**config.mk**
```make
export PLATFORM = sky130hd
export DESIGN_NAME = jlpo_regs
export DESIGN_NICKNAME = d
export VERILOG_FILES = /design/src/rtl/jlpo_pkg.sv /design/src/rtl/jlpo_pwr_est.sv /design/src/rtl/jlpo_regs.sv
export VERILOG_INCLUDE_DIRS = /design/src /design/src/rtl
export SDC_FILE = /design/constraint.sdc
export NUM_CORES = 1
export LEC_CHECK = 0
export BUFFER_PORTS_ARGS = -buffer_cell sky130_fd_sc_hd__buf_2
export CORE_AREA = 2 2 396 202
export CTS_CLUSTER_SIZE = 28
export DETAILED_ROUTE_END_ITERATION = 16
export DIE_AREA = 0 0 398 204
export GPL_TIMING_DRIVEN = 0
export SETUP_SLACK_MARGIN = 0.3
export SLEW_MARGIN = 10
export SYNTH_ARGS = -nofsm -noshare
export SYNTH_HDL_FRONTEND = slang
export SYNTH_SLANG_ARGS = --single-unit
```
**constraint.sdc**
```tcl
create_clock -name clk_sys_in -period 9 [get_ports clk_sys_in]
set_input_delay 1.8 -clock clk_sys_in [delete_from_list [all_inputs] [get_ports clk_sys_in]]
set_output_delay 1.8 -clock clk_sys_in [all_outputs]
set_load 0.005 [all_outputs]
```
**src/rtl/jlpo_cfg.svh**
```systemverilog
// Constants of the link parameter override register bank
//
// Function
// - Gates register bit 0 gates writes to octets-per-frame; while clear the default holds.
// - Gates register bit 1 gates writes to the five-bit frames-per-multiframe field.
// - Scrambling register bit 7 enables scrambling just as the scrambling pin does.
// - Octets-per-frame is count minus one, resets to 1 (two octets, one lane); 0 is two lanes.
// - Default frames-per-multiframe minus one is 16 at one octet per frame and 8 at two.
// - With its gate set, the stored five-bit field is frames per multiframe minus one.
// - Driver current code resets to 0 (16 mA); bit 3 adds 16, bits 2, 1, 0 take 8, 4, 2 mA.
// - Lane-one force, bit 3, puts the lane-one forced word on the upper lane.
// - Lane-one word: bits 7:0 of one register and 7:6 of the next, used only while forced.
// - Lane-two force, bit 6, puts the lane-two forced word on the lower lane.
// - Lane-two word: bits 7:4 of one register and 7:2 of the next, used only while forced.
// - Detect bit 0 sends a four-bit low-latency copy of the sample code to detect.
// - Detect bit 5, with bit 0 clear, sends a four-bit averaged power estimate, about 1 dB per step.
// - Detect bits 4:2 set the averaging length between 1K and 16K samples.
// - When enabled, lane alignment follows code group sync in one-lane and two-lane modes.
`ifndef JLPO_CFG_SVH
`define JLPO_CFG_SVH

`define JLPO_ADDR_LINK_CTRL   8'hA0
`define JLPO_ADDR_GATES       8'hA1
`define JLPO_ADDR_SCRAMBLE    8'hA5
`define JLPO_ADDR_OCTETS      8'hA6
`define JLPO_ADDR_FRAMES      8'hA7
`define JLPO_ADDR_DRIVER      8'hB0
`define JLPO_ADDR_FORCE       8'hB4
`define JLPO_ADDR_L1_WORD_A   8'hB6
`define JLPO_ADDR_L1_WORD_B   8'hB7
`define JLPO_ADDR_L2_WORD_A   8'hB8
`define JLPO_ADDR_L2_WORD_B   8'hB9
`define JLPO_ADDR_DETECT      8'hD6

`define JLPO_BIT_ALIGN_EN     0
`define JLPO_BIT_GATE_F       0
`define JLPO_BIT_GATE_K       1
`define JLPO_BIT_SCRAMBLE     7
`define JLPO_BIT_FORCE_L1     3
`define JLPO_BIT_FORCE_L2     6
`define JLPO_BIT_FAST_DET     0
`define JLPO_BIT_PWR_DET      5
`define JLPO_LEN_LSB          2
`define JLPO_LEN_MSB          4

`define JLPO_RST_OCTETS       8'h01
`define JLPO_RST_FRAMES       5'h08
`define JLPO_K_DEF_10X        5'h10
`define JLPO_K_DEF_20X        5'h08
`define JLPO_CUR_BASE_MA      6'h10
`define JLPO_CUR_B3_MA        6'h10
`define JLPO_CUR_B2_MA        6'h08
`define JLPO_CUR_B1_MA        6'h04
`define JLPO_CUR_B0_MA        6'h02
`define JLPO_ILAS_MF          7'h04
`define JLPO_AVG_BASE_LOG2    10
`define JLPO_AVG_MAX_CODE     3'h4

`endif

```
**src/rtl/jlpo_pkg.sv**
```systemverilog
// Types shared by the link parameter override register bank
package jlpo_pkg;

  typedef enum logic [1:0] {
    JLPO_DET_OFF,
    JLPO_DET_FAST,
    JLPO_DET_POWER
  } jlpo_det_src_t;

  typedef enum logic [1:0] {
    JLPO_LNK_CGS,
    JLPO_LNK_ILAS,
    JLPO_LNK_DATA
  } jlpo_lnk_state_t;

endpackage : jlpo_pkg

```
**src/rtl/jlpo_pwr_est.sv**
```systemverilog
// Averaged input power estimate on a four-bit scale of about 1 dB per step
`timescale 1ns/1ps
`include "jlpo_cfg.svh"

module jlpo_pwr_est #(
  parameter int SAMPLE_W = 14
) (
  input  wire logic                clk_sys_in,
  input  wire logic                rstn_in,
  input  wire logic                enable_in,
  input  wire logic                sample_valid_in,
  input  wire logic [SAMPLE_W-1:0] sample_in,
  input  wire logic [2:0]          len_code_in,
  output logic      [3:0]          level_out
);

  localparam int MAG_W = SAMPLE_W - 1;
  localparam int PWR_W = 2 * MAG_W;
  localparam int ACC_W = PWR_W + `JLPO_AVG_BASE_LOG2 + 4;
  localparam int CNT_W = `JLPO_AVG_BASE_LOG2 + 4;

  // Power to dB below full scale: 3 dB per octave plus a two-step fraction
  function automatic logic [3:0] jlpo_pwr_to_level(input logic [PWR_W-1:0] p);
    int idx;
    int down;
    idx  = -1;
    down = 0;
    for (int i = 0; i < PWR_W; i++) begin
      if (p[i]) begin
        idx = i;
      end
    end
    if (idx < 0) begin
      return 4'h0;
    end
    down = 3 * (PWR_W - 1 - idx);
    if (idx >= 2 && p[idx-1] && p[idx-2]) begin
      down = down - 2;
    end else if (idx >= 1 && p[idx-1]) begin
      down = down - 1;
    end
    if (down < 0) begin
      down = 0;
    end
    return (down >= 15) ? 4'h0 : 4'(15 - down);
  endfunction

  logic [2:0]          code_sat;
  logic [CNT_W-1:0]    last_cnt;
  logic [MAG_W-1:0]    mag;
  logic [ACC_W-1:0]    acc_q;
  logic [CNT_W-1:0]    cnt_q;
  logic [ACC_W-1:0]    mean;

  assign code_sat = (len_code_in > `JLPO_AVG_MAX_CODE) ? `JLPO_AVG_MAX_CODE : len_code_in;
  assign last_cnt = CNT_W'((32'h1 << (`JLPO_AVG_BASE_LOG2 + code_sat)) - 1);
  // Ones complement magnitude avoids overflow on the most negative code
  assign mag      = sample_in[SAMPLE_W-1] ? ~sample_in[MAG_W-1:0] : sample_in[MAG_W-1:0];
  assign mean     = acc_q >> (`JLPO_AVG_BASE_LOG2 + code_sat);

  always_ff @(posedge clk_sys_in or negedge rstn_in) begin
    if (!rstn_in) begin
      acc_q     <= '0;
      cnt_q     <= '0;
      level_out <= 4'h0;
    end else if (!enable_in) begin
      acc_q <= '0;
      cnt_q <= '0;
    end else if (sample_valid_in) begin
      if (cnt_q >= last_cnt) begin
        level_out <= jlpo_pwr_to_level(PWR_W'(mean));
        acc_q     <= ACC_W'(mag * mag);
        cnt_q     <= '0;
      end else begin
        acc_q <= acc_q + ACC_W'(mag * mag);
        cnt_q <= cnt_q + CNT_W'(1);
      end
    end
  end

endmodule // jlpo_pwr_est

```
**src/rtl/jlpo_regs.sv**
```systemverilog
// Link parameter override register bank of the serial converter transmitter
`timescale 1ns/1ps
`include "jlpo_cfg.svh"

module jlpo_regs #(
  parameter int SAMPLE_W = 14,
  parameter int LANE_W   = 10
) (
  input  wire logic                clk_sys_in,
  input  wire logic                rstn_in,
  // Register port
  input  wire logic [7:0]          reg_addr_in,
  input  wire logic [7:0]          reg_wdata_in,
  input  wire logic                reg_wr_in,
  input  wire logic                reg_rd_in,
  output logic      [7:0]          reg_rdata_out,
  // Pins and core side
  input  wire logic                scramble_pin_in,
  input  wire logic                sync_req_n_in,
  input  wire logic                frame_tick_in,
  input  wire logic [LANE_W-1:0]   coder_lane1_in,
  input  wire logic [LANE_W-1:0]   coder_lane2_in,
  input  wire logic                sample_valid_in,
  input  wire logic [SAMPLE_W-1:0] sample_in,
  // Configuration to the transmitter
  output logic      [7:0]          octets_per_frame_out,
  output logic      [4:0]          frames_per_mf_out,
  output logic                     dual_lane_out,
  output logic                     scramble_enable_out,
  output logic      [3:0]          driver_current_code_out,
  output logic      [5:0]          driver_current_ma_out,
  output logic      [LANE_W-1:0]   lane1_out,
  output logic      [LANE_W-1:0]   lane2_out,
  output logic      [1:0]          link_phase_out,
  output logic                     ilas_active_out,
  output logic      [3:0]          detect_out
);

  ////////////////////////////////////////////////////////////////////////////
  // Helpers

  function automatic logic [5:0] jlpo_current_ma(input logic [3:0] code);
    logic [5:0] ma;
    ma = `JLPO_CUR_BASE_MA;
    if (code[3]) begin
      ma = ma + `JLPO_CUR_B3_MA;
    end
    if (code[2]) begin
      ma = ma - `JLPO_CUR_B2_MA;
    end
    if (code[1]) begin
      ma = ma - `JLPO_CUR_B1_MA;
    end
    if (code[0]) begin
      ma = ma - `JLPO_CUR_B0_MA;
    end
    return ma;
  endfunction

  function automatic logic wr_hit(input logic [7:0] addr, input logic [7:0] target);
    return addr == target;
  endfunction

  ////////////////////////////////////////////////////////////////////////////
  // Register storage

  logic                      align_en_q;
  logic                      gate_f_q;
  logic                      gate_k_q;
  logic                      soft_scramble_enable_q;
  logic [7:0]                octets_q;
  logic [4:0]                frames_q;
  logic [3:0]                driver_current_code_q;
  logic                      lane_one_force_q;
  logic                      lane_two_force_q;
  logic [7:0]                l1_word_a_q;
  logic [1:0]                l1_word_b_q;
  logic [3:0]                l2_word_a_q;
  logic [5:0]                l2_word_b_q;
  logic                      fast_code_detect_enable_q;
  logic                      power_estimate_enable_q;
  logic [2:0]                power_average_length_q;

  logic                      wr_link;
  logic                      wr_gates;
  logic                      wr_scr;
  logic                      wr_oct;
  logic                      wr_frm;
  logic                      wr_drv;
  logic                      wr_frc;
  logic                      wr_l1a;
  logic                      wr_l1b;
  logic                      wr_l2a;
  logic                      wr_l2b;
  logic                      wr_det;

  assign wr_link  = reg_wr_in && wr_hit(reg_addr_in, `JLPO_ADDR_LINK_CTRL);
  assign wr_gates = reg_wr_in && wr_hit(reg_addr_in, `JLPO_ADDR_GATES);
  assign wr_scr   = reg_wr_in && wr_hit(reg_addr_in, `JLPO_ADDR_SCRAMBLE);
  assign wr_oct   = reg_wr_in && wr_hit(reg_addr_in, `JLPO_ADDR_OCTETS);
  assign wr_frm   = reg_wr_in && wr_hit(reg_addr_in, `JLPO_ADDR_FRAMES);
  assign wr_drv   = reg_wr_in && wr_hit(reg_addr_in, `JLPO_ADDR_DRIVER);
  assign wr_frc   = reg_wr_in && wr_hit(reg_addr_in, `JLPO_ADDR_FORCE);
  assign wr_l1a   = reg_wr_in && wr_hit(reg_addr_in, `JLPO_ADDR_L1_WORD_A);
  assign wr_l1b   = reg_wr_in && wr_hit(reg_addr_in, `JLPO_ADDR_L1_WORD_B);
  assign wr_l2a   = reg_wr_in && wr_hit(reg_addr_in, `JLPO_ADDR_L2_WORD_A);
  assign wr_l2b   = reg_wr_in && wr_hit(reg_addr_in, `JLPO_ADDR_L2_WORD_B);
  assign wr_det   = reg_wr_in && wr_hit(reg_addr_in, `JLPO_ADDR_DETECT);

  always_ff @(posedge clk_sys_in or negedge rstn_in) begin
    if (!rstn_in) begin
      align_en_q <= 1'b0;
      gate_f_q   <= 1'b0;
      gate_k_q   <= 1'b0;
    end else begin
      if (wr_link) begin
        align_en_q <= reg_wdata_in[`JLPO_BIT_ALIGN_EN];
      end
      if (wr_gates) begin
        gate_f_q <= reg_wdata_in[`JLPO_BIT_GATE_F];
        gate_k_q <= reg_wdata_in[`JLPO_BIT_GATE_K];
      end
    end
  end

  // Frame length writes are dropped, not deferred, while the gate is clear
  always_ff @(posedge clk_sys_in or negedge rstn_in) begin
    if (!rstn_in) begin
      octets_q <= `JLPO_RST_OCTETS;
    end else if (wr_oct && gate_f_q) begin
      octets_q <= reg_wdata_in;
    end
  end

  always_ff @(posedge clk_sys_in or negedge rstn_in) begin
    if (!rstn_in) begin
      frames_q <= `JLPO_RST_FRAMES;
    end else if (wr_frm && gate_k_q) begin
      frames_q <= reg_wdata_in[4:0];
    end
  end

  always_ff @(posedge clk_sys_in or negedge rstn_in) begin
    if (!rstn_in) begin
      soft_scramble_enable_q <= 1'b0;
      driver_current_code_q  <= 4'h0;
    end else begin
      if (wr_scr) begin
        soft_scramble_enable_q <= reg_wdata_in[`JLPO_BIT_SCRAMBLE];
      end
      if (wr_drv) begin
        driver_current_code_q <= reg_wdata_in[3:0];
      end
    end
  end

  always_ff @(posedge clk_sys_in or negedge rstn_in) begin
    if (!rstn_in) begin
      lane_one_force_q <= 1'b0;
      lane_two_force_q <= 1'b0;
      l1_word_a_q      <= 8'h00;
      l1_word_b_q      <= 2'h0;
      l2_word_a_q      <= 4'h0;
      l2_word_b_q      <= 6'h00;
    end else begin
      if (wr_frc) begin
        lane_one_force_q <= reg_wdata_in[`JLPO_BIT_FORCE_L1];
        lane_two_force_q <= reg_wdata_in[`JLPO_BIT_FORCE_L2];
      end
      if (wr_l1a) begin
        l1_word_a_q <= reg_wdata_in;
      end
      if (wr_l1b) begin
        l1_word_b_q <= reg_wdata_in[7:6];
      end
      if (wr_l2a) begin
        l2_word_a_q <= reg_wdata_in[7:4];
      end
      if (wr_l2b) begin
        l2_word_b_q <= reg_wdata_in[7:2];
      end
    end
  end

  always_ff @(posedge clk_sys_in or negedge rstn_in) begin
    if (!rstn_in) begin
      fast_code_detect_enable_q <= 1'b0;
      power_estimate_enable_q   <= 1'b0;
      power_average_length_q    <= 3'h0;
    end else if (wr_det) begin
      fast_code_detect_enable_q <= reg_wdata_in[`JLPO_BIT_FAST_DET];
      power_estimate_enable_q   <= reg_wdata_in[`JLPO_BIT_PWR_DET];
      power_average_length_q    <= reg_wdata_in[`JLPO_LEN_MSB:`JLPO_LEN_LSB];
    end
  end

  ////////////////////////////////////////////////////////////////////////////
  // Effective link parameters

  logic [7:0]            eff_octets;
  logic [4:0]            eff_frames;
  logic [LANE_W-1:0]     lane_one_forced_word;
  logic [LANE_W-1:0]     lane_two_forced_word;

  // Without its gate a field ignores what was stored: octets keep the reset value, frames take the default for the octet count
  assign eff_octets = gate_f_q ? octets_q : `JLPO_RST_OCTETS;
  assign eff_frames = gate_k_q ? frames_q :
                      (eff_octets == 8'h00) ? `JLPO_K_DEF_10X : `JLPO_K_DEF_20X;
  assign lane_one_forced_word = {l1_word_a_q, l1_word_b_q};
  assign lane_two_forced_word = {l2_word_a_q, l2_word_b_q};

  always_ff @(posedge clk_sys_in or negedge rstn_in) begin
    if (!rstn_in) begin
      octets_per_frame_out    <= `JLPO_RST_OCTETS;
      frames_per_mf_out       <= `JLPO_K_DEF_20X;
      dual_lane_out           <= 1'b0;
      scramble_enable_out     <= 1'b0;
      driver_current_code_out <= 4'h0;
      driver_current_ma_out   <= `JLPO_CUR_BASE_MA;
    end else begin
      octets_per_frame_out    <= eff_octets;
      frames_per_mf_out       <= eff_frames;
      dual_lane_out           <= (eff_octets == 8'h00);
      scramble_enable_out     <= soft_scramble_enable_q | scramble_pin_in;
      driver_current_code_out <= driver_current_code_q;
      driver_current_ma_out   <= jlpo_current_ma(driver_current_code_q);
    end
  end

  ////////////////////////////////////////////////////////////////////////////
  // Lane word substitution

  always_ff @(posedge clk_sys_in or negedge rstn_in) begin
    if (!rstn_in) begin
      lane1_out <= '0;
      lane2_out <= '0;
    end else begin
      lane1_out <= lane_one_force_q ? lane_one_forced_word : coder_lane1_in;
      lane2_out <= lane_two_force_q ? lane_two_forced_word : coder_lane2_in;
    end
  end

  ////////////////////////////////////////////////////////////////////////////
  // Link phase: code group sync, optional alignment sequence, data

  jlpo_pkg::jlpo_lnk_state_t lnk_state_q;
  logic [6:0]                ilas_left_q;
  logic [6:0]                ilas_frames;

  // Four multiframes of alignment, counted in frames
  assign ilas_frames = 7'(`JLPO_ILAS_MF * ({2'h0, eff_frames} + 7'h01) - 7'h01);

  always_ff @(posedge clk_sys_in or negedge rstn_in) begin
    if (!rstn_in) begin
      lnk_state_q <= jlpo_pkg::JLPO_LNK_CGS;
      ilas_left_q <= 7'h00;
    end else if (!sync_req_n_in) begin
      lnk_state_q <= jlpo_pkg::JLPO_LNK_CGS;
      ilas_left_q <= 7'h00;
    end else begin
      case (lnk_state_q)
        jlpo_pkg::JLPO_LNK_CGS: begin
          if (align_en_q) begin
            lnk_state_q <= jlpo_pkg::JLPO_LNK_ILAS;
            ilas_left_q <= ilas_frames;
          end else begin
            lnk_state_q <= jlpo_pkg::JLPO_LNK_DATA;
          end
        end
        jlpo_pkg::JLPO_LNK_ILAS: begin
          if (frame_tick_in) begin
            if (ilas_left_q == 7'h00) begin
              lnk_state_q <= jlpo_pkg::JLPO_LNK_DATA;
            end else begin
              ilas_left_q <= ilas_left_q - 7'h01;
            end
          end
        end
        jlpo_pkg::JLPO_LNK_DATA: begin
          lnk_state_q <= jlpo_pkg::JLPO_LNK_DATA;
        end
        default: begin
          lnk_state_q <= jlpo_pkg::JLPO_LNK_CGS;
        end
      endcase
    end
  end

  assign link_phase_out  = lnk_state_q;
  assign ilas_active_out = (lnk_state_q == jlpo_pkg::JLPO_LNK_ILAS);

  ////////////////////////////////////////////////////////////////////////////
  // Detect output

  jlpo_pkg::jlpo_det_src_t det_src;
  logic [3:0]              pwr_level;
  logic [3:0]              fast_code_q;

  // Fast code wins when both are set: it is the one meant for low latency
  always_comb begin
    if (fast_code_detect_enable_q) begin
      det_src = jlpo_pkg::JLPO_DET_FAST;
    end else if (power_estimate_enable_q) begin
      det_src = jlpo_pkg::JLPO_DET_POWER;
    end else begin
      det_src = jlpo_pkg::JLPO_DET_OFF;
    end
  end

  always_ff @(posedge clk_sys_in or negedge rstn_in) begin
    if (!rstn_in) begin
      fast_code_q <= 4'h0;
    end else if (sample_valid_in) begin
      fast_code_q <= sample_in[SAMPLE_W-1:SAMPLE_W-4];
    end
  end

  jlpo_pwr_est #(
    .SAMPLE_W (SAMPLE_W)
  ) u_pwr_est (
    .clk_sys_in      (clk_sys_in),
    .rstn_in         (rstn_in),
    .enable_in       (power_estimate_enable_q),
    .sample_valid_in (sample_valid_in),
    .sample_in       (sample_in),
    .len_code_in     (power_average_length_q),
    .level_out       (pwr_level)
  );

  always_ff @(posedge clk_sys_in or negedge rstn_in) begin
    if (!rstn_in) begin
      detect_out <= 4'h0;
    end else begin
      case (det_src)
        jlpo_pkg::JLPO_DET_FAST:  detect_out <= fast_code_q;
        jlpo_pkg::JLPO_DET_POWER: detect_out <= pwr_level;
        default:                  detect_out <= 4'h0;
      endcase
    end
  end

  ////////////////////////////////////////////////////////////////////////////
  // Read port

  logic [7:0] rd_mux;

  always_comb begin
    rd_mux = 8'h00;
    case (reg_addr_in)
      `JLPO_ADDR_LINK_CTRL: rd_mux = {7'h00, align_en_q};
      `JLPO_ADDR_GATES:     rd_mux = {6'h00, gate_k_q, gate_f_q};
      `JLPO_ADDR_SCRAMBLE:  rd_mux = {soft_scramble_enable_q, 7'h00};
      `JLPO_ADDR_OCTETS:    rd_mux = eff_octets;
      `JLPO_ADDR_FRAMES:    rd_mux = {3'h0, eff_frames};
      `JLPO_ADDR_DRIVER:    rd_mux = {4'h0, driver_current_code_q};
      `JLPO_ADDR_FORCE:     rd_mux = {1'b0, lane_two_force_q, 2'h0, lane_one_force_q, 3'h0};
      `JLPO_ADDR_L1_WORD_A: rd_mux = l1_word_a_q;
      `JLPO_ADDR_L1_WORD_B: rd_mux = {l1_word_b_q, 6'h00};
      `JLPO_ADDR_L2_WORD_A: rd_mux = {l2_word_a_q, 4'h0};
      `JLPO_ADDR_L2_WORD_B: rd_mux = {l2_word_b_q, 2'h0};
      `JLPO_ADDR_DETECT:    rd_mux = {2'h0, power_estimate_enable_q, power_average_length_q,
                                      1'b0, fast_code_detect_enable_q};
      default:              rd_mux = 8'h00;
    endcase
  end

  // Data stand only in the cycle after the strobe, zero otherwise
  always_ff @(posedge clk_sys_in or negedge rstn_in) begin
    if (!rstn_in) begin
      reg_rdata_out <= 8'h00;
    end else if (reg_rd_in) begin
      reg_rdata_out <= rd_mux;
    end else begin
      reg_rdata_out <= 8'h00;
    end
  end

endmodule // jlpo_regs

```
## Word-level counts from Yosys, hierarchy flattened

Index checks and enable logic that the tools add are counted.

- Add/sub/neg operators: 16
- Reduce and logical (&&, ||, !) cells: 23
- Div/mod/pow operators: 0
- Bitwise operators: 2
- Muxes and demuxes: 85
- $lt $le $gt $ge: 9
- Equal/unequal tests: 22
- Shift-type cells: 2
- Multipliers: 2

Operators with widths:

| operator | count |
|---|---|
| two-way mux 32 bit | 40 |
| two-way mux 40 bit | 3 |
| == test 8 bit (second input constant) | 12 |
| case mux 8 bit (12 select lines) | 1 |
| less-than comparator 32 x 1 -> 1 bit (second input constant) | 2 |
| less-than comparator 32 x 7 -> 1 bit (second input constant) | 2 |
| subtractor 32 x 2 -> 32 bit (second input constant) | 2 |
| subtractor 32 x 3 -> 32 bit (second input constant) | 2 |
| two-way mux 14 bit | 3 |
| adder 40 x 26 -> 40 bit | 1 |
| >> shifter 40 x 32 -> 26 bit | 1 |
| greater-or-equal comparator 32 x 2 -> 1 bit (second input constant) | 1 |
| greater-or-equal comparator 32 x 3 -> 1 bit (second input constant) | 1 |
| greater-or-equal comparator 32 x 5 -> 1 bit (second input constant) | 1 |
| multiplier 3 x 32 -> 32 bit (first input constant) | 1 |
| left shift 1 x 32 -> 14 bit (first input constant) | 1 |
| subtractor 6 x 32 -> 32 bit (first input constant) | 1 |
| two-way mux 7 bit | 4 |
| multiplier 13 x 13 -> 26 bit | 1 |
| two-way mux 6 bit | 4 |
| two-way mux 10 bit | 2 |
| logical AND 1 bit | 17 |
| two-way mux 8 bit | 2 |
| adder 14 x 1 -> 14 bit (second input constant) | 1 |
| other kinds (34) | 55 |

- Bits of input ports: 58
- ROM bits: 0
- Memory bits (writable): 0
- Memories kept: 0
- Output and inout port bits: 60
- Bits in registers: 176
- Latch bits: 0

## Depth between registers and ports, before layout

Gate-level depths: netlist of run 1.

- Depth in word-level cells: 53
- Gate-level depth with buffers: 38

## Modules after synthesis

A second synthesis of run 1 with hierarchy kept.

- Cells, all modules: 2220
- Area, all modules: 19681.4 um^2

Modules (own cells, without submodules):

| module | cells each | times used | area an instance (um^2) |
|---|---|---|---|
| jlpo_pwr_est | 1789 | 1 | 14423.8 |
| jlpo_regs | 431 | 1 | 5257.5 |

## Worst setup path before layout of run 1

Ideal clock, no wire load.

- Path kind: input -> register
- Start: input port sample_in[13]
- End: register u_pwr_est.acc_q[39]
- Setup slack: -1.035 ns
- Stages: 35
- Data arrival time: 9.903 ns
- Path buffers: 3
- Cells stage by stage: clkbuf_1 -> clkbuf_1 -> xor2_1 -> inv_1 -> nor2_1 -> inv_1 -> fa_1 -> inv_1 -> fa_1 -> fa_1 -> inv_1 -> fa_1 -> fa_1 -> inv_1 -> ha_1 -> a21boi_0 -> o21ai_0 -> a21boi_0 -> o21ai_0 -> a21boi_0 -> o21a_1 -> o21ai_0 -> a21oi_1 -> and4_1 -> o31a_1 -> xor2_1 -> ha_1 -> nand3_1 -> o2111a_1 -> o31ai_1 -> and2_1 -> clkbuf_1 -> a31oi_1 -> o21ai_0 -> o31ai_1

- Cells in the longest elaborated chain, start to end: 6

Ends and longest elaborated chain:

| what | RTL line | source |
|---|---|---|
| from (decl) | jlpo_regs.sv:24 | `input wire logic [SAMPLE_W-1:0] sample_in,` |
| two-way mux 13 bit | jlpo_pwr_est.sv:58 | `assign mag = sample_in[SAMPLE_W-1] ? ~sample_in[MAG_W-1:0] : sample_in[MAG_W-1:0];` |
| multiplier 13 x 13 -> 26 bit | jlpo_pwr_est.sv:75 | `acc_q <= acc_q + ACC_W'(mag * mag);` |
| adder 40 x 26 -> 40 bit | jlpo_pwr_est.sv:75 |  |
| two-way mux 40 bit | jlpo_pwr_est.sv:70 | `if (cnt_q >= last_cnt) begin` |
| two-way mux 40 bit | jlpo_pwr_est.sv:69 | `end else if (sample_valid_in) begin` |
| two-way mux 40 bit | jlpo_pwr_est.sv:66 | `end else if (!enable_in) begin` |
| to (signal assigned) | jlpo_pwr_est.sv:72 | `acc_q <= ACC_W'(mag * mag);` |
| to (signal assigned) | jlpo_pwr_est.sv:75 |  |
| to (decl) | jlpo_pwr_est.sv:51 | `logic [ACC_W-1:0] acc_q;` |

No other way between the ends. The select of a mux whose other input is x is not followed.
A chain may end at the register's enable or synchronous reset.

## Worst setup path in the final report of run 1

- Start: input port sample_in[13]
- End: register u_pwr_est.acc_q[32]

The elaborated chain is that of the path after synthesis.

==> impl_metrics.yaml, run 1 <==
status:
  status: "finished clean"
setup_path:
  crit_path_max_fanout: 7
  slowest_delay_ns: 0.52
  crit_buf_inv: 9
  cp_top_family: "compound AO/OA/AOI/OAI gates"
  end_kind: "flip-flop"
  r2r_start: "power_average_length_q[0]"
  crit_path_top_delay_cell: "fa_1"
  cp.arrival_ns: 9.24
  crit_type: "primary input to flip-flop"
  critPathLaunch: "sample_in[13]"
  crit_path_frequent_cell: "fa_1"
  worstPathRequired_ns: 9.36
  start_kind: "primary input"
synthesis:
  yosysUniqueCellTypes: 104
  ys_ff_latch: 174
  synth-warning-count: 0
  syn_area_mm2: 0.0193
  synth_top_flop_cell: "dfrtp_1"
  avgSynthCellArea_um2: 8.85
  async_reset_ff_share_pct: 100
  syn_inst: 2177
  ys_seq_area_share_pct: 22.6
  synth_edf_count: 0
floorplanning:
  coreArea_mm2: 0.0781
  dieArea_mm2: 0.0812
  die_w_um: 398
  ioPinCount: 118
  die_h_um: 204
  fp-row-count: 73
  initial_core_util_pct: 24.7
global_routing:
  grt_max_degree: 93
  grt_pass1_vias: 16700
  grt_first_pass_wirelength_mm: 102
  antenna_found_initial: 1
  overflow: 0
  grt_usage_pct: 16.1
timing:
  max_slew.worst_pin.slew_ns: 1.23
  finalSetupViolCount: 0
  max_freq_ghz: 0.113
  clock_skew_ns: 0.0202
  period_needed_ns: 8.87
  period_share_pct: 98.6
  tns_ns: 0
  drv_slew: 0
  slew_headroom_pct: 17.4
  rsz0062_at_grt: "yes"
  hold_viol: 0
worst_hold_path:
  hp-class: "flip-flop to flip-flop"
  holdCritStartpoint: "driver_current_code_q[3]"
clocking:
  cts-htree-levels: 4
  cts_max_path_buffers: 2
  cts_root_buffer: "clkbuf_16"
  clkLatencyLatePin_ns: 0.49
  numCtsBuffers: 17
  clkTransAtPathRegs_ns: 0.09
  cts_tree: "built"
  cts_sinks: 174
  postCtsHoldBufs: 0
placement:
  dpl_cell_area_mm2: 0.0213
  portBuffers: 101
  gp_congestion: 0.974
  dp.cells: 3339
  place.detailed.hpwl_mm: 52.2
final_layout:
  fin_nets: 2693
  fin_util_pct: 30.3
  fin_cells: 3436
  synthToLayoutAreaGrowth_pct: 22.6
  drive_gt1_share_pct: 22.8
  final_area_mm2: 0.0236
  diodes: 0
  fillers: 8174
flow_run:
  drv_cap: 0
drt:
  drc: 0
  dr.pass1.iters: 8
  wl_per_cell_um: 19.2
  vias_per_cell: 5.27
  drt_first_iter_violations: 2076
  vias: 18100
  drt-total-wl_mm: 66.1
  postRouteAntennaNets: 0
## cell usage after synthesis, types with 10 or more instances
master    instances  area (um2)
ha_1            164        2050
nand3_1          44         220
a22o_1           11        96.3
nor2_1          162         608
xor2_1           23         201
buf_2            13        65.1
o22ai_1          26         163
nor2b_1          30         188
nand3b_1         10        75.1
o21ai_0         121         606
inv_1           164         616
or2_2            14        87.6
clkbuf_1         83         312
a21boi_0         12        90.1
a221oi_1         10        87.6
fa_1             98        1960
xnor2_1          68         596
or3_1            19         119
o21a_1           15         113
nand4_1          17         106
o211ai_1         21         158
a31oi_1          33         206
mux2_2           85         957
and3_1           20         125
and2_1           26         163
nor3_1           51         255
nand2b_1         41         257
mux4_2           12         270
mux2i_1          62         621
dfrtp_1         169        4230
a21oi_1         124         621
a21o_1           24         180
a211oi_1         33         248
nand2_1         149         559
## final timing paths
check                                                   to  slack, ns  depth (start not counted)
worst max-delay path                   u_pwr_est.acc_q[32]       0.13                         35
worst min-delay path            driver_current_code_out[3]       0.45                          0
worst max register to register      u_pwr_est.level_out[1]       0.53                         33
worst min register to register  driver_current_code_out[3]       0.45                          0
max in group asynchronous          octets_per_frame_out[0]       6.72                          3
min in group asynchronous               u_pwr_est.acc_q[3]       1.10                          1
## logic make-up (layout without fill, tap and decap cells)
logic type               after synthesis  in the layout  synth area share [%]
adder cells (fa/ha/maj)              262            262                  20.8
buffers and inverters                283            484                  5.86
other                                  1              9                0.0195
multiplexers                         165            165                  9.94
AND/OR/NAND/NOR                      625            625                  16.1
XOR/XNOR                              92             92                  4.22
flip-flops                           174            174                  22.6
AO/OA/AOI/OAI                        575            575                  20.4
## layer usage
metal  vias to the layer above  share of wire (%)  GRT usage [%]  wire (um)
met5                         -              0.082              0         54
met1                      8879                 52           27.3      34600
met2                       931                 34           18.0      22500
met4                         4               0.45           1.62        298
li1                       8263                  -              -          -
met3                        33                 13           6.39       8700
## cell usage in the layout (no fill, tap or decap), types with 85 or more instances in the layout
cell / instances
nand2_1: 148
nor2_1: 157
a21oi_1: 112
fa_1: 98
buf_2: 109
dfrtp_1: 169
inv_1: 155
ha_1: 149
mux2_2: 85
o21ai_0: 85
## what timing repair did
action / CTS / global route
pin swaps: 55 / 76
endpoints found under the setup margin: 26 / 24
buffers inserted: 41 / 21
cloned: 2 / 1
gates resized for setup: 115 / 149
## per-stage QoR
step / hold slack (ns) / setup slack, ns
floorplan: 0.389 / 0.306
global placement: 0.446 / -1.09
detailed placement: 0.451 / -1.23
CTS: 0.455 / 0.242
global route: 0.479 / -0.103
finish: 0.449 / 0.126
## state kept, by name, indices dropped and copies added (netlist names), 7 cells and up
name and cells:
lane1_out 10, reg_rdata_out 8, u_pwr_est.cnt_q 14, octets_q 8, u_pwr_est.acc_q 40, l1_word_a_q 8, ilas_left_q 7, octets_per_frame_out 8
lane2_out 10
## final cells by class
cell class	count	area (um2)	share of cell area [%]
Inverter	170	641	2.71
Timing Repair Buffer	169	1150	4.86
Sequential cell	174	4360	18.4
Buffer	113	688	2.91
Clock buffer	17	425	1.80
Multi-Input combinational cell	1728	14900	62.9
Clock inverter	15	201	0.852
Tap cell	1050	1310	5.56
Power of run 1 is not shown: default switching activity piles up to over one toggle a cycle in this logic, so the estimate is an artifact.
==> run 2, diff against run 1 <==
==> constraint.sdc (replaced) <==
create_clock -name clk_sys_in -period 8.6 [get_ports clk_sys_in]
set_input_delay 1.72 -clock clk_sys_in [delete_from_list [all_inputs] [get_ports clk_sys_in]]
set_output_delay 1.72 -clock clk_sys_in [all_outputs]
set_load 0.005 [all_outputs]
==> run 2 against run 1 <==
Effect of this change:
- the run now ends with negative setup slack left
- die area unchanged
- final area up 0.22%
- utilization up 0.067 points
- final cell count up 0.55%
- worst hold slack worse by 0.0014 ns
- non-clock buffer count up 19
- flip-flop and latch count unchanged
- sequential share of layout area about the same
==> impl_metrics.yaml, run 2 (synthesis results as in run 1) <==
worst_hold_path:
  hold_end: "driver_current_code_out[2]"
  holdCritStartpoint: "driver_current_code_q[2]"
  hp-class: "flip-flop to flip-flop"
  hold_depth: 0
setup_path:
  crit_buf_inv: 11
  cp.arrival_ns: 9.27
  cp_top_family: "adder cells"
  crit_path_top_delay_cell: "fa_1"
  timing.rr.end: "u_pwr_est.level_out[3]"
  start_kind: "primary input"
  crit_type: "primary input to flip-flop"
  slowest_delay_ns: 0.51
  r2r_start: "power_average_length_q[2]"
  r2r_slack_ns: 0.60
  worstPathRequired_ns: 8.96
  crit_path_max_fanout: 7
  worst-r2r-cell-count: 35
  crit_path_frequent_cell: "fa_1"
  end_kind: "flip-flop"
clocking:
  cts-htree-levels: 4
  clkLatencyLatePin_ns: 0.48
  cts_root_buffer: "clkbuf_16"
  numCtsBuffers: 17
  cts_tree: "built"
  cts_sinks: 174
  cts_max_path_buffers: 2
  clkTransAtPathRegs_ns: 0.09
placement:
  place.detailed.hpwl_mm: 51.7
  portBuffers: 101
  gp_congestion: 0.950
final_layout:
  drive_gt1_share_pct: 23.5
  diodes: 0
  fin_nets: 2712
  largest_reg_flops: 40
  fillers: 8163
  top_register: "u_pwr_est.acc_q"
  largestRegisters: "u_pwr_est.acc_q: 40 flops, u_pwr_est.cnt_q: 14 flops"
  fin_util_pct: 30.3
  synthToLayoutAreaGrowth_pct: 22.9
  final_common_cell: "dfrtp_1"
  multi_input_area_mm2: 0.0148
  final_cell_mix: "dfrtp_1, inv_1, nor2_1"
  ff_latch_area_mm2: 0.00436
timing:
  period_needed_ns: 8.91
  drv_slew: 0
  setup_ws_ns: -0.308
  slew_headroom_pct: 23.0
  max_slew.worst_pin.slew_ns: 1.15
  hold_viol: 0
  period_share_pct: 104
  rsz0062_at_grt: "yes"
  finalSetupViolCount: 16
  clock_skew_ns: 0.0191
  max_freq_ghz: 0.112
drt:
  drt-total-wl_mm: 65.7
  vias_per_cell: 5.18
  dr.pass1.iters: 8
  vias: 17900
  wl_met1_mm: 33.9
  drc: 0
  wl_met2_mm: 22.5
  dr.max_layer_used: "met5"
  drt_first_iter_violations: 2193
  postRouteAntennaNets: 0
  dr_wl_met3_mm: 8.99
  wl_per_cell_um: 19.0
floorplanning:
  initial_core_util_pct: 24.7
  dieArea_mm2: 0.0812
  die_w_um: 398
  coreArea_mm2: 0.0781
  die_h_um: 204
  fp-row-count: 73
  ioPinCount: 118
global_routing:
  overflow: 0
  grt_pass1_vias: 16900
  antenna_found_initial: 2
  grt_max_degree: 90
  grt_usage_pct: 16.1
  grt_first_pass_wirelength_mm: 102
flow_run:
  drv_cap: 0
status:
  status: "complete, but fails checks"
  violations: "negative setup slack"
[run 2: changes by cell type in the layout (fill, tap and decap cells not counted), sizes merged]
| cell | change |
|---|---|
| buf | +23 |
| clkbuf | -4 |
| clkinvlp | -1 |
| inv | +1 |
[run 2: layout make-up]
class,count,area share (%)
Multi-Input combinational cell,1728,62.5
Sequential cell,174,18.4
Tap cell,1050,5.55
Timing Repair Buffer,188,5.37
Buffer,113,2.80
Inverter,170,2.70
Clock buffer,17,1.80
Clock inverter,15,0.845
[run 2: worst max-delay path by stage]
stage / start / end / cells after the start
floorplan: sample_in[13] / u_pwr_est.acc_q[39] / 35
global placement: sample_in[13] / u_pwr_est.acc_q[34] / 30
detailed placement: sample_in[13] / u_pwr_est.acc_q[34] / 30
CTS: sample_in[13] / u_pwr_est.acc_q[35] / 37
global route: sample_in[13] / u_pwr_est.acc_q[39] / 38
finish: sample_in[13] / u_pwr_est.acc_q[32] / 37
[run 2: repair_timing]
action                                  4_1_cts  5_1_grt
cloned                                        3        0
buffers inserted                             57       26
resized for setup                           143       98
pin swaps                                    79       33
endpoints found under the setup margin       28       27
hold buffers                                  0        0
[run 2: worst register-to-register path, delay by kind of cell (launching register included)]
family / cells / cell delay (ns)
buffers and inverters: 11 / 1.89
adders and majority gates: 4 / 1.07
AOI/OAI and AO/OA: 11 / 2.60
DFF: 1 / 0.37
xor gates and xnor gates: 1 / 0.31
and+or+nand+nor: 8 / 1.68
[run 2: metrics by stage]
stage / worst slack [ns] / TNS (ns) / hold slack [ns] / instances / instance area (um2)
2_1_floorplan: 0.0333 / 0 / 0.389 / 2185 / 19500
4_1_cts: -0.0245 / -0.0463 / 0.453 / 3429 / 23100
5_1_grt: -0.517 / -6.84 / 0.472 / 3455 / 23700
6_report: -0.308 / -3.55 / 0.448 / 3455 / 23700
3_3_place_gp: -1.52 / -26.37 / 0.432 / 3336 / 21300
3_5_place_dp: -1.52 / -26.83 / 0.441 / 3337 / 21400
[run 2: per-layer routing]
metal / global-route usage (%) / vias to the layer above
met5: 0 / -
met4: 2.02 / 2
met3: 7.21 / 53
met2: 18.6 / 852
met1: 26.2 / 8668
li1: - / 8309
Power of run 2 is left out for the same reason.
